$ cat src/rtl/hp_regs_pkg.sv
package hp_regs_pkg;
	localparam int ADDR_W = 8;
	localparam int DATA_W = 8;
	localparam logic [7:0] OFS_HP_STARTUP = 8'h14;
	localparam logic [7:0] OFS_RSVD_A = 8'h15;
	localparam logic [7:0] OFS_HP_VOLUME = 8'h16;
	localparam logic [7:0] OFS_RSVD_B = 8'h17;
	localparam logic [7:0] OFS_LEFT_VOLUME = 8'h18;
	localparam logic [7:0] RST_HP_STARTUP = 8'h00;
	localparam logic [7:0] RST_HP_VOLUME = 8'h40;
	localparam logic [7:0] RST_LEFT_VOLUME = 8'h00;
	localparam logic [7:0] RSVD_VALUE = 8'h00;
	localparam int STEP_MSB = 7;
	localparam int STEP_LSB = 6;
	localparam int SLOW_MSB = 5;
	localparam int SLOW_LSB = 2;
	localparam int RES_MSB = 1;
	localparam int RES_LSB = 0;
	localparam int FORCE_BIT = 7;
	localparam int ATTEN_MSB = 6;
	localparam int ATTEN_LSB = 0;
	localparam logic [3:0] SLOW_OFF = 4'h0;
	localparam logic [1:0] RES_25K = 2'h0;
	localparam logic [1:0] RES_6K = 2'h1;
	localparam logic [1:0] RES_2K = 2'h2;
	localparam logic [6:0] ATTEN_MUTE = 7'h75;
	localparam logic [1:0] STEP_NONE = 2'h0;
	localparam logic [1:0] STEP_50 = 2'h1;
	localparam logic [1:0] STEP_100 = 2'h2;
	localparam logic [1:0] STEP_200 = 2'h3;
	localparam int CLK_MHZ = 250;
	localparam int STEP_BASE_MS = 50;
	localparam int STEP_BASE_CYCLES = STEP_BASE_MS * 1000 * CLK_MHZ;
	localparam int ROUTE_CNT_W = 28;
endpackage

$ cat src/rtl/route_timer_if.sv
`timescale 1ns/1ps
interface route_timer_if;
	logic [1:0] stepCode;
	logic stepTick;
	modport regs (
		output stepCode,
		input stepTick
	);
	modport timer (
		input stepCode,
		output stepTick
	);
endinterface

$ cat src/rtl/soft_route_timer.sv
`timescale 1ns/1ps
module soft_route_timer
	import hp_regs_pkg::*;
#(
	parameter int unsigned STEP50_CYCLES = STEP_BASE_CYCLES
) (
	input wire logic clk,
	input wire logic rst,
	route_timer_if.timer rt
);
	logic [ROUTE_CNT_W-1:0] count_q, count_d;
	logic [ROUTE_CNT_W-1:0] limit;
	logic [1:0] code_q, code_d;
	logic tick_q, tick_d;

	// step time doubles per code; code 0 gives no steps at all
	always_comb begin
		limit = ROUTE_CNT_W'(STEP50_CYCLES);
		unique case (rt.stepCode)
			STEP_NONE: limit = '0;
			STEP_50: limit = ROUTE_CNT_W'(STEP50_CYCLES);
			STEP_100: limit = ROUTE_CNT_W'(STEP50_CYCLES * 2);
			STEP_200: limit = ROUTE_CNT_W'(STEP50_CYCLES * 4);
		endcase
	end

	always_comb begin
		code_d = rt.stepCode;
		count_d = count_q + 1'b1;
		tick_d = 1'b0;
		// a new step time restarts the interval so no short first step
		if (rt.stepCode == STEP_NONE || rt.stepCode != code_q) begin
			count_d = '0;
		end else if (count_q >= limit - 1'b1) begin
			count_d = '0;
			tick_d = 1'b1;
		end
	end

	always_ff @(posedge clk) begin
		if (rst) begin
			count_q <= '0;
			code_q <= STEP_NONE;
			tick_q <= 1'b0;
		end else begin
			count_q <= count_d;
			code_q <= code_d;
			tick_q <= tick_d;
		end
	end

	assign rt.stepTick = tick_q;
endmodule

$ cat src/rtl/headphone_startup_input_volume_regs.sv
// Strobed register access was decided locally.
`timescale 1ns/1ps
module headphone_startup_input_volume_regs
	import hp_regs_pkg::*;
#(
	parameter int unsigned STEP50_CYCLES = STEP_BASE_CYCLES
) (
	input wire logic clk,
	input wire logic rst,
	input wire logic [ADDR_W-1:0] addr,
	input wire logic [DATA_W-1:0] wrData,
	input wire logic wrEn,
	input wire logic rdEn,
	output logic [DATA_W-1:0] rdData,
	output logic [1:0] softRouteStep,
	output logic softRouteTick,
	output logic [3:0] slowPowerUp,
	output logic rampEnable,
	output logic [1:0] chargeResSel,
	output logic [DATA_W-1:0] headphoneVolume,
	output logic mixerForceOn,
	output logic [6:0] leftInputAtten,
	output logic leftInputMute
);
	logic [DATA_W-1:0] startup_q, startup_d;
	logic [DATA_W-1:0] hpVol_q, hpVol_d;
	logic [DATA_W-1:0] leftVol_q, leftVol_d;
	logic [DATA_W-1:0] rdData_q, rdData_d;
	logic rampEnable_q, rampEnable_d;
	logic leftMute_q, leftMute_d;
	logic routeTick_q, routeTick_d;

	route_timer_if rt ();

	soft_route_timer #(
		.STEP50_CYCLES(STEP50_CYCLES)
	) u_timer (
		.clk(clk),
		.rst(rst),
		.rt(rt)
	);

	// register writes and the decoded flags that follow them
	always_comb begin
		startup_d = startup_q;
		hpVol_d = hpVol_q;
		leftVol_d = leftVol_q;
		if (wrEn) begin
			unique case (addr)
				OFS_HP_STARTUP: startup_d = wrData;
				OFS_HP_VOLUME: hpVol_d = wrData;
				OFS_LEFT_VOLUME: leftVol_d = wrData;
				// reserved and unmapped writes are dropped
				default: ;
			endcase
		end
		rampEnable_d = startup_d[SLOW_MSB:SLOW_LSB] != SLOW_OFF;
		// unused codes above mute also mute: quiet is the safe failure
		leftMute_d = leftVol_d[ATTEN_MSB:ATTEN_LSB] >= ATTEN_MUTE;
		routeTick_d = rt.stepTick;
	end

	always_ff @(posedge clk) begin
		if (rst) begin
			startup_q <= RST_HP_STARTUP;
			hpVol_q <= RST_HP_VOLUME;
			leftVol_q <= RST_LEFT_VOLUME;
			rampEnable_q <= 1'b0;
			leftMute_q <= 1'b0;
			routeTick_q <= 1'b0;
		end else begin
			startup_q <= startup_d;
			hpVol_q <= hpVol_d;
			leftVol_q <= leftVol_d;
			rampEnable_q <= rampEnable_d;
			leftMute_q <= leftMute_d;
			routeTick_q <= routeTick_d;
		end
	end

	// read data stand only in the cycle after the strobe, zero otherwise
	always_comb begin
		rdData_d = '0;
		if (rdEn) begin
			unique case (addr)
				OFS_HP_STARTUP: rdData_d = startup_q;
				OFS_RSVD_A: rdData_d = RSVD_VALUE;
				OFS_HP_VOLUME: rdData_d = hpVol_q;
				OFS_RSVD_B: rdData_d = RSVD_VALUE;
				OFS_LEFT_VOLUME: rdData_d = leftVol_q;
				default: rdData_d = '0;
			endcase
		end
	end

	always_ff @(posedge clk) begin
		if (rst) begin
			rdData_q <= '0;
		end else begin
			rdData_q <= rdData_d;
		end
	end

	assign rt.stepCode = startup_q[STEP_MSB:STEP_LSB];

	assign rdData = rdData_q;
	assign softRouteStep = startup_q[STEP_MSB:STEP_LSB];
	assign softRouteTick = routeTick_q;
	assign slowPowerUp = startup_q[SLOW_MSB:SLOW_LSB];
	assign rampEnable = rampEnable_q;
	// code 11 is kept as written; the analog side must not see it anyway
	assign chargeResSel = startup_q[RES_MSB:RES_LSB];
	assign headphoneVolume = hpVol_q;
	assign mixerForceOn = leftVol_q[FORCE_BIT];
	assign leftInputAtten = leftVol_q[ATTEN_MSB:ATTEN_LSB];
	assign leftInputMute = leftMute_q;
endmodule

$ cat config.mk
export PLATFORM = sky130hd
export DESIGN_NAME = headphone_startup_input_volume_regs
export DESIGN_NICKNAME = d
export VERILOG_FILES = /design/src/rtl/hp_regs_pkg.sv /design/src/rtl/route_timer_if.sv /design/src/rtl/soft_route_timer.sv /design/src/rtl/headphone_startup_input_volume_regs.sv
export SDC_FILE = /design/constraint.sdc
export NUM_CORES = 1
export LEC_CHECK = 0
export BUFFER_PORTS_ARGS = -buffer_cell sky130_fd_sc_hd__buf_2
export CAP_MARGIN = 20
export CORE_UTILIZATION = 57
export DETAILED_ROUTE_END_ITERATION = 16
export GPL_TIMING_DRIVEN = 0
export PLACE_DENSITY = 0.8
export RECOVER_POWER = 50
export REMOVE_ABC_BUFFERS = 1
export SKIP_CTS_REPAIR_TIMING = 1
export SKIP_LAST_GASP = 1
export SYNTH_ARGS = -nofsm -noshare
export SYNTH_HDL_FRONTEND = slang
export SYNTH_HIERARCHICAL = 1
export SYNTH_SLANG_ARGS = --single-unit
$ cat constraint.sdc
create_clock -name clk -period 4.6 [get_ports clk]
set_input_delay 0 -clock clk [delete_from_list [all_inputs] [get_ports clk]]
set_output_delay 0 -clock clk [all_outputs]
set_load 0.02 [all_outputs]
# Word-level counts from Yosys, hierarchy flattened
# Index checks and enable logic that the tools add are counted.
[classes]
n_lt_le_gt_ge = 2
n_eq_ne = 7
n_mul = 0
n_mux = 7
addsub = 2
bitwise = 1
shift = 0
reduce_logical = 9
div = 0
[op_table]
columns = ["operator", "n"]
rows = [
  ["$pmux W28 S4", 1],
  ["$add A28 B1 Y28 const B", 1],
  ["$ge A28 B28 Y1", 1],
  ["$sub A28 B1 Y28 const B", 1],
  ["$eq A8 B5 Y1 const B", 3],
  ["$pmux W8 S3", 1],
  ["$mux W7", 2],
  ["$mux W6", 2],
  ["$ge A7 B7 Y1 const B", 1],
  ["$reduce_and A2 Y1", 3],
  ["$eq A2 B2 Y1 const B", 2],
  ["$reduce_bool A4 Y1", 1],
  ["$reduce_or A2 Y1", 2],
  ["$reduce_or A3 Y1", 1],
  ["$eq A2 B1 Y1 const B", 1],
  ["$logic_not A2 Y1", 1],
  ["$ne A2 B2 Y1", 1],
  ["$logic_or A1 B1 Y1", 1],
  ["$mux W1", 1],
  ["$not A1 Y1", 1],
]
[totals]
mem_bits_ro = 0
ram_bits = 0
latchBits = 0
reg_bits = 66
out_inout_bits = 35
n_memories = 0

# Depth between registers and ports, before layout
# Gate-level depths: netlist of run 1.
[depth]
depth_word = 5
ltp_mapped = 10
mapped_depth_nobuf = 9

# Modules after synthesis
# The synthesis of run 1 kept the hierarchy.
[modules_own_cells]
columns = ["mod", "area_per_inst_um2", "instances", "seq_area_each_um2", "cells_each"]
rows = [
  ["soft_route_timer", 2109.5, 1, 620.6, 221],
  ["headphone_startup_input_volume_regs", 1690.4, 1, 700.7, 171],
]

# Least setup slack after synthesis of run 1
# OpenSTA, ideal clock, no wires.
[synth_path]
kind = "register to register"
start = "register startup_q[6]"
end = "register u_timer.count_q[10]"
required_ns = 4.481
slack_ns = 1.967
t_arrival_ns = 2.515
stages_incl_launch_ff = 11
path_buffers = 2
path_cell_list = "dfxtp_1 -> inv_1 -> ha_1 -> xor2_1 -> ha_1 -> nand4_1 -> nor4_1 -> o311a_1 -> buf_6 -> buf_4 -> nor3_2"
[synth_via]
elab_chain_cells = 5
elab_cells_between_ends = 10
[synth_lines]
columns = ["element", "line_no", "rtl"]
rows = [
  ["start: declaration", "headphone_startup_input_volume_regs.sv:25", "logic [DATA_W-1:0] startup_q, startup_d;"],
  ["start signal: assignment", "headphone_startup_input_volume_regs.sv:72", "startup_q <= startup_d;"],
  ["$eq A2 B2 Y1, or another cell as far along", "soft_route_timer.sv:19", "unique case (rt.stepCode)"],
  ["$pmux W28 S4", "soft_route_timer.sv:19", ""],
  ["$sub A28 B1 Y28", "soft_route_timer.sv:34", "end else if (count_q >= limit - 1'b1) begin"],
  ["$ge A28 B28 Y1", "soft_route_timer.sv:34", ""],
  ["$reduce_or A3 Y1 (no line) *", "n/a", ""],
  ["end signal: assignment", "soft_route_timer.sv:46", "count_q <= count_d;"],
  ["end: declaration", "soft_route_timer.sv:11", "logic [ROUTE_CNT_W-1:0] count_q, count_d;"],
]
# Every way passes the cells marked *; elsewhere a longest branch is shown, timed or not. The select of a mux whose other input is x is not followed.
# A chain may end at the register's enable or synchronous reset.

# Worst setup path in the final report of run 1
[layout_path]
start = "register startup_q[6]"
end = "register u_timer.count_q[4]"
# The elaborated chain is that of the path after synthesis.

==> results of run 1 <==
metal layers:
| metal | GRT usage [%] | vias to the layer above | routed length, um |
|---|---|---|---|
| met3 | 6.33 | 6 | 312 |
| met4 | 6.01 | 0 | 81 |
| met2 | 39.9 | 61 | 3890 |
| met5 | 0 | - | 0 |
| met1 | 31.7 | 1448 | 3810 |
| li1 | - | 1498 | - |
sequential cells by signal, summed over array words and instances (netlist names):
name / count
headphoneVolume: 8
leftInputMute: 1
leftVol_q: 8
rampEnable: 1
rdData: 8
softRouteTick: 1
startup_q: 8
u_timer/code_q: 2
u_timer/count_q: 28
u_timer/rt.stepTick: 1
cell usage after synthesis, drive strengths merged, types with 4 or more instances:
master,n,area share [%]
xor2,7,1.6
clkbuf,7,0.76
nand2,20,2.0
nand4,8,1.7
and3,13,2.1
mux2i,25,6.6
inv,8,0.79
buf,12,2.9
o21a,8,1.6
dfxtp,66,35
o21ai,5,0.66
and4,4,0.99
a21oi,18,2.4
nand3b,17,3.5
nand3,9,1.2
nor3b,7,1.4
nor4,4,0.66
nand2b,31,5.1
ha,29,9.5
nor2b,4,0.86
xnor2,23,5.3
nor2,12,1.4
nor3,37,7.7
cells in the final DEF, fill, tap and decap left out, drive strengths merged, types with 3 or more instances in the layout:
cell         Yosys  layout
dfxtp           66      66
nor2            12      12
nand3            9       9
inv              8      10
clkbuf           7      45
mux2i           25      25
a21oi           18      18
nor2b            4       4
nand2b          31      31
ha              29      29
o21ai            5       5
nor3b            7       7
dlygate4sd3      0       3
nor4b            3       3
and3            13      13
and4             4       4
nand3b          17      17
xor2             7       7
xnor2           23      23
nor3            37      37
o21a             8       8
buf             12      19
nand4            8       8
nor4             4       4
nand2           20      20
worst max-delay path, stage by stage (launching register included):
cell,delay [ns]
dfxtp_1,0.60
inv_1,0.19
ha_1,0.30
xor2_1,0.44
ha_1,0.24
nand4_1,0.10
nor4_1,0.37
o311a_1,0.78
buf_16,0.24
nor3_1,0.07
cell families after synthesis:
kind of cell    after synthesis  synth area share, %
buf+inv                      27                 4.41
xor+xnor                     30                 6.91
mux                          25                 6.59
simple gates                174                 30.8
fa+ha+maj                    29                 9.55
compound gates               41                 6.98
flops                        66                 34.8
stage by stage:
| stage | cell area [um2] | hold slack, ns |
|---|---|---|
| 3_5_place_dp | 4060 | 0.313 |
| 5_1_grt | 4230 | 0.0138 |
| 4_1_cts | 4260 | -0.0366 |
| 3_3_place_gp | 4030 | 0.316 |
| 2_1_floorplan | 3660 | 0.0667 |
| 6_report | 4230 | 0.00983 |
worst paths after layout:
kind | startpoint | end | slack [ns] | cells after the start
hold / removal | wrData[1] | leftVol_q[1]$_SDFF_PP0_ | 0.01 | 3
setup reg to reg | startup_q[6]$_SDFFE_PP0P_ | u_timer/count_q[4]$_SDFF_PP0_ | 1.13 | 9
setup / recovery | startup_q[6]$_SDFFE_PP0P_ | u_timer/count_q[4]$_SDFF_PP0_ | 1.13 | 9
hold reg to reg | u_timer/rt.stepTick$_SDFF_PP0_ | softRouteTick$_SDFF_PP0_ | 0.47 | 1
area by class of cell:
cell class	count	share of cell area (%)
multi-input cells	299	54.4
flip-flops and latches	66	31.2
repair buffers	58	6.68
clock buffers	9	2.93
well taps	77	2.28
clock inverters	7	1.80
inverters	8	0.709
where the power goes:
group          internal (W)  switching [W]  total (W)
combinational     0.0000188      0.0000247  0.0000435
clock              0.000254       0.000240   0.000494
sequential         0.000571    0.000000329   0.000571
==> results.cfg, run 1 <==
[outcome]
outcome = finished, final reports clean

[yosys]
synthCells = 392
ys_types = 50
synth-edff-count = 0
yosysSeqAreaShare_pct = 34.8
avgSynthCellArea_um2 = 9.69
synth_flop_cell = dfxtp_1
yosysWarnings = 6
synth-async-reset-ratio_pct = 0
syn_area_um2 = 3800
yosys_register_bits = 66

[sta]
fin_tns_setup_ns = 0
fin_crit_sh_pct = 75.4
min_period_ns = 3.47
max_freq_ghz = 0.288
worst_pin_slew_ns = 0.865
slew_headroom_pct = 42.2
skew_ns = 0.00992
slew_violations = 0
rsz0062_at_grt = false
timing_hold_violations_final = 0
fin_ws_ns = 1.13
setup_violations = 0

[cts]
tritoncts = yes
clock_latency_ns = 0.34
clockBufferDepth = 2
cts_inserted_buffers = 9
ctsHtreeMaxLevel = 3
cts.sinks = 66
clkSlewWorstSetupHoldPaths_ns = 0.08
cts_root_buf = clkbuf_8

[place]
place_inst = 505
io_buffers = 54
hpwl_mm = 5.65
dp_worst_setup_slack_ns = 1.17
gp_congestion = 0.833

[layout]
multiInputGateArea_um2 = 2300
final_cells = 524
diodes = 0
seqCellArea_um2 = 1320
final.fill_count = 558
area_growth_pct = 11.4
nets = 491
drive_above_1_share_pct = 14.1
utilization_pct = 66.3

[min_path]
min_path_type = primary input to register

[die]
rows = 29
start_util_pct = 59.5
io_pins = 55
design.core.area_um2 = 6390
die_w_um = 83.7
die_h_um = 83.7
die-area_um2 = 7000

[critical_path]
critical_path_class = register to register
worstPathArrival_ns = 3.68
critPathLaunchType = register
crit_required_ns = 4.81
crit_fanout = 17
end_kind = register

[pwr]
powerDensity_nw_per_um2 = 262
p_leak_nw = 1.64
peakVddDrop_mv = 0.243
total_power_w = 0.00111

[route]
routed_via_density = 5.75
drc = 0
first_pass_iters = 4
wl_per_cell_um = 15.4
routed_wl_mm = 8.09
drt_iter0_drc = 153
vias = 3013
antenna_left = 0

[run]
cap_violations = 0

[global_routing]
grt_max_degree = 40
antenna_found_initial = 0
grt_pass1_vias = 2849
grt_pass1_wl_mm = 13.7
grt.overflow.total = 0
grt_usage_pct = 24.3
Power figures use the tool's default switching activity.
==> run 2: changes to the inputs <==
--- a/config.mk
+++ b/config.mk
@@ -5,6 +5,7 @@
 export SDC_FILE = /design/constraint.sdc
 export NUM_CORES = 1
 export LEC_CHECK = 0
+export ABC_AREA = 1
 export BUFFER_PORTS_ARGS = -buffer_cell sky130_fd_sc_hd__buf_2
 export CAP_MARGIN = 20
 export CORE_UTILIZATION = 57
==> constraint.sdc (replaced) <==
create_clock -name clk -period 3.3 [get_ports clk]
set_input_delay 0 -clock clk [delete_from_list [all_inputs] [get_ports clk]]
set_output_delay 0 -clock clk [all_outputs]
set_load 0.02 [all_outputs]
==> run 2 against run 1 <==
  * First-iteration DRC count grew 54%
  * Clock power is 43% higher
  * Non-clock buffer count increased by 4
  * Die area is 2.3% lower
  * Routed wire length rose by 9.7%
  * Setup slack got worse by 0.82 ns
  * Fmax rose by 16%
  * Sequential power rose by 40%
  * Sequential share of layout area increased by 0.31 points
  * Clock skew is 0.0010 ns higher
==> results.cfg, run 2 <==
[layout]
utilization_pct = 66.4
final_common_cell = nand2_1
nets = 614
largest_register_ffs = 28
drive_above_1_share_pct = 11.8
diodes = 0
top_register = u_timer/count_q
area_growth_pct = 13.0
layout_common_cells = 93 x nand2_1, 83 x nor2_1, 72 x inv_1
final_cells = 647
final.fill_count = 568

[global_routing]
grt_pass1_vias = 2949
grt_max_degree = 29
grt_pass1_wl_mm = 13.4
grt.overflow.total = 0
antenna_found_initial = 0
grt_usage_pct = 26.5

[yosys]
yosysWarnings = 6
synth-async-reset-ratio_pct = 0
syn_area_um2 = 3710
yosys_register_bits = 66
synth-edff-count = 0
synth_common_cells = 92 x nand2_1, 80 x nor2_1, 72 x inv_1
synth.most_common_cell = nand2_1
synth_top_area_share_pct = 35.6
yosysSeqAreaShare_pct = 35.6
ys_types = 38
yosys.area.top_type = dfxtp_1
avgSynthCellArea_um2 = 7.42
synth_area_leaders = dfxtp_1 36%, ha_1 9.8%, nand2_1 9.3%
synth_flop_cell = dfxtp_1
synthCells = 500

[critical_path]
path_cells = inv_2 > ha_1 > inv_1 > nand2_1 > and2_1 > ha_1 > nand2_1 > inv_1 > nand3_1 > nand2_1 > nand2_1 > nand2_1 > a21oi_2 > nand4_4 > nor2_1
worst-path-buf-inv = 3
worstPathArrival_ns = 3.27
crit_required_ns = 3.58
path_delay_family = simple AND/OR/NAND/NOR gates
r2r-start = startup_q[6]$_SDFFE_PP0P_
cpPeakStageDelay_ns = 0.51
r2r_end = u_timer/count_q[15]$_SDFF_PP0_
critPathLaunchType = register
critical_path_class = register to register
cpMostUsedCell = nand2_1
rrSetupSlack_ns = 0.31
crit_fanout = 28
cp_slowest_cell = dfxtp_1
end_kind = register
r2r_cells = 15

[outcome]
outcome = finished, final reports clean

[cts]
ctsHtreeMaxLevel = 3
clockBufferDepth = 2
clkSlewWorstSetupHoldPaths_ns = 0.08
cts_inserted_buffers = 9
tritoncts = yes
cts_root_buf = clkbuf_8
cts.sinks = 66
clock_latency_ns = 0.36

[die]
die-area_um2 = 6840
io_pins = 55
start_util_pct = 58.8
rows = 29
die_h_um = 82.7
design.core.area_um2 = 6310
die_w_um = 82.7

[sta]
timing_hold_violations_final = 0
slew_headroom_pct = 29.4
rsz0062_at_grt = true
worst_pin_slew_ns = 1.06
timing.hold.ws_ns = 0.0122
max_freq_ghz = 0.335
fin_tns_setup_ns = 0
min_period_ns = 2.99
slew_violations = 0
setup_violations = 0
skew_ns = 0.0109
fin_crit_sh_pct = 90.5

[route]
drc = 0
routed_wl_mm = 8.88
first_pass_iters = 5
routed_via_density = 5.36
antenna_left = 0
wl_per_cell_um = 13.7
vias = 3471
drt_iter0_drc = 236

[place]
io_buffers = 54
gp_congestion = 0.939
hpwl_mm = 6.28
place_inst = 623

[pwr]
total_power_w = 0.00156
peakVddDrop_mv = 0.273
powerDensity_nw_per_um2 = 371
p_leak_nw = 1.87

[min_path]
hold_start = rst
holdPathEnd = leftVol_q[1]$_SDFF_PP0_
min_path_type = primary input to register
hold_depth = 2

[run]
cap_violations = 0
## run 2: cell count changes in the layout (fill, tap and decap cells not counted), sizes merged, moves of 9 or more
| cell | delta |
|---|---|
| nor3 | -28 |
| inv | +68 |
| nand3b | -15 |
| nand3 | +12 |
| xnor2 | -9 |
| a21oi | +12 |
| mux2i | -25 |
| and3 | -12 |
| nor2 | +74 |
| o21ai | +13 |
| nand2b | -31 |
| nand2 | +79 |
## run 2: how the worst max path moves through the flow
stage                              start                             end  slack, ns  cells after the start
3_5_place_dp   startup_q[6]$_SDFFE_PP0P_  u_timer/count_q[13]$_SDFF_PP0_       0.35                     15
5_1_grt        startup_q[6]$_SDFFE_PP0P_  u_timer/count_q[10]$_SDFF_PP0_      -0.04                     17
4_1_cts        startup_q[6]$_SDFFE_PP0P_   u_timer/count_q[9]$_SDFF_PP0_       0.34                     15
6_report       startup_q[6]$_SDFFE_PP0P_  u_timer/count_q[15]$_SDFF_PP0_       0.31                     15
3_3_place_gp   startup_q[6]$_SDFFE_PP0P_   u_timer/count_q[9]$_SDFF_PP0_       0.43                     15
2_1_floorplan  startup_q[6]$_SDFFE_PP0P_   u_timer/count_q[0]$_SDFF_PP0_       0.74                     15
## run 2: per-stage QoR
step,setup slack (ns),cell area (um2)
CTS,0.335,4210
global placement,0.434,4010
finish,0.312,4190
detailed placement,0.352,4010
floorplan,0.737,3640
global route,-0.0362,4190
## run 2: worst register-to-register path: cells and delay by family, from the launching register on
kind / cells / cell delay [ns]
simple gates: 9 / 1.25
fa+ha+maj: 2 / 0.58
flops: 1 / 0.51
buf+inv: 3 / 0.41
compound gates: 1 / 0.19
## run 2: report_power, final
| part | switching (W) | internal [W] |
|---|---|---|
| Clock | 0.000335 | 0.000370 |
| Combinational | 0.0000330 | 0.0000208 |
| Sequential | 0.000000603 | 0.000796 |
## run 2: cell families (layout without fill, tap and decap cells)
group | count (synthesis) | in the layout | synth area share [%]
fa+ha+maj | 29 | 29 | 9.78
xor+xnor | 25 | 25 | 5.90
buf+inv | 86 | 156 | 9.71
simple gates | 237 | 237 | 30.3
compound gates | 57 | 57 | 8.66
flops | 66 | 66 | 35.6
## run 2: routing by layer
metal / up-vias / share of wire [%] / track usage [%]
met1: 1574 / 45 / 35.5
met3: 29 / 6.2 / 5.82
met4: 0 / 2.2 / 13.1
li1: 1716 / - / -
met2: 152 / 47 / 39.9
met5: - / 0 / 0
## run 2: final cells by class
type	count	area (um2)	area share (%)
Inverter	78	294	7.01
Tap cell	77	96.3	2.30
Sequential cell	66	1320	31.5
Clock inverter	6	65.1	1.55
Clock buffer	10	138	3.28
Timing Repair Buffer	62	314	7.49
Multi-Input combinational cell	348	1960	46.9
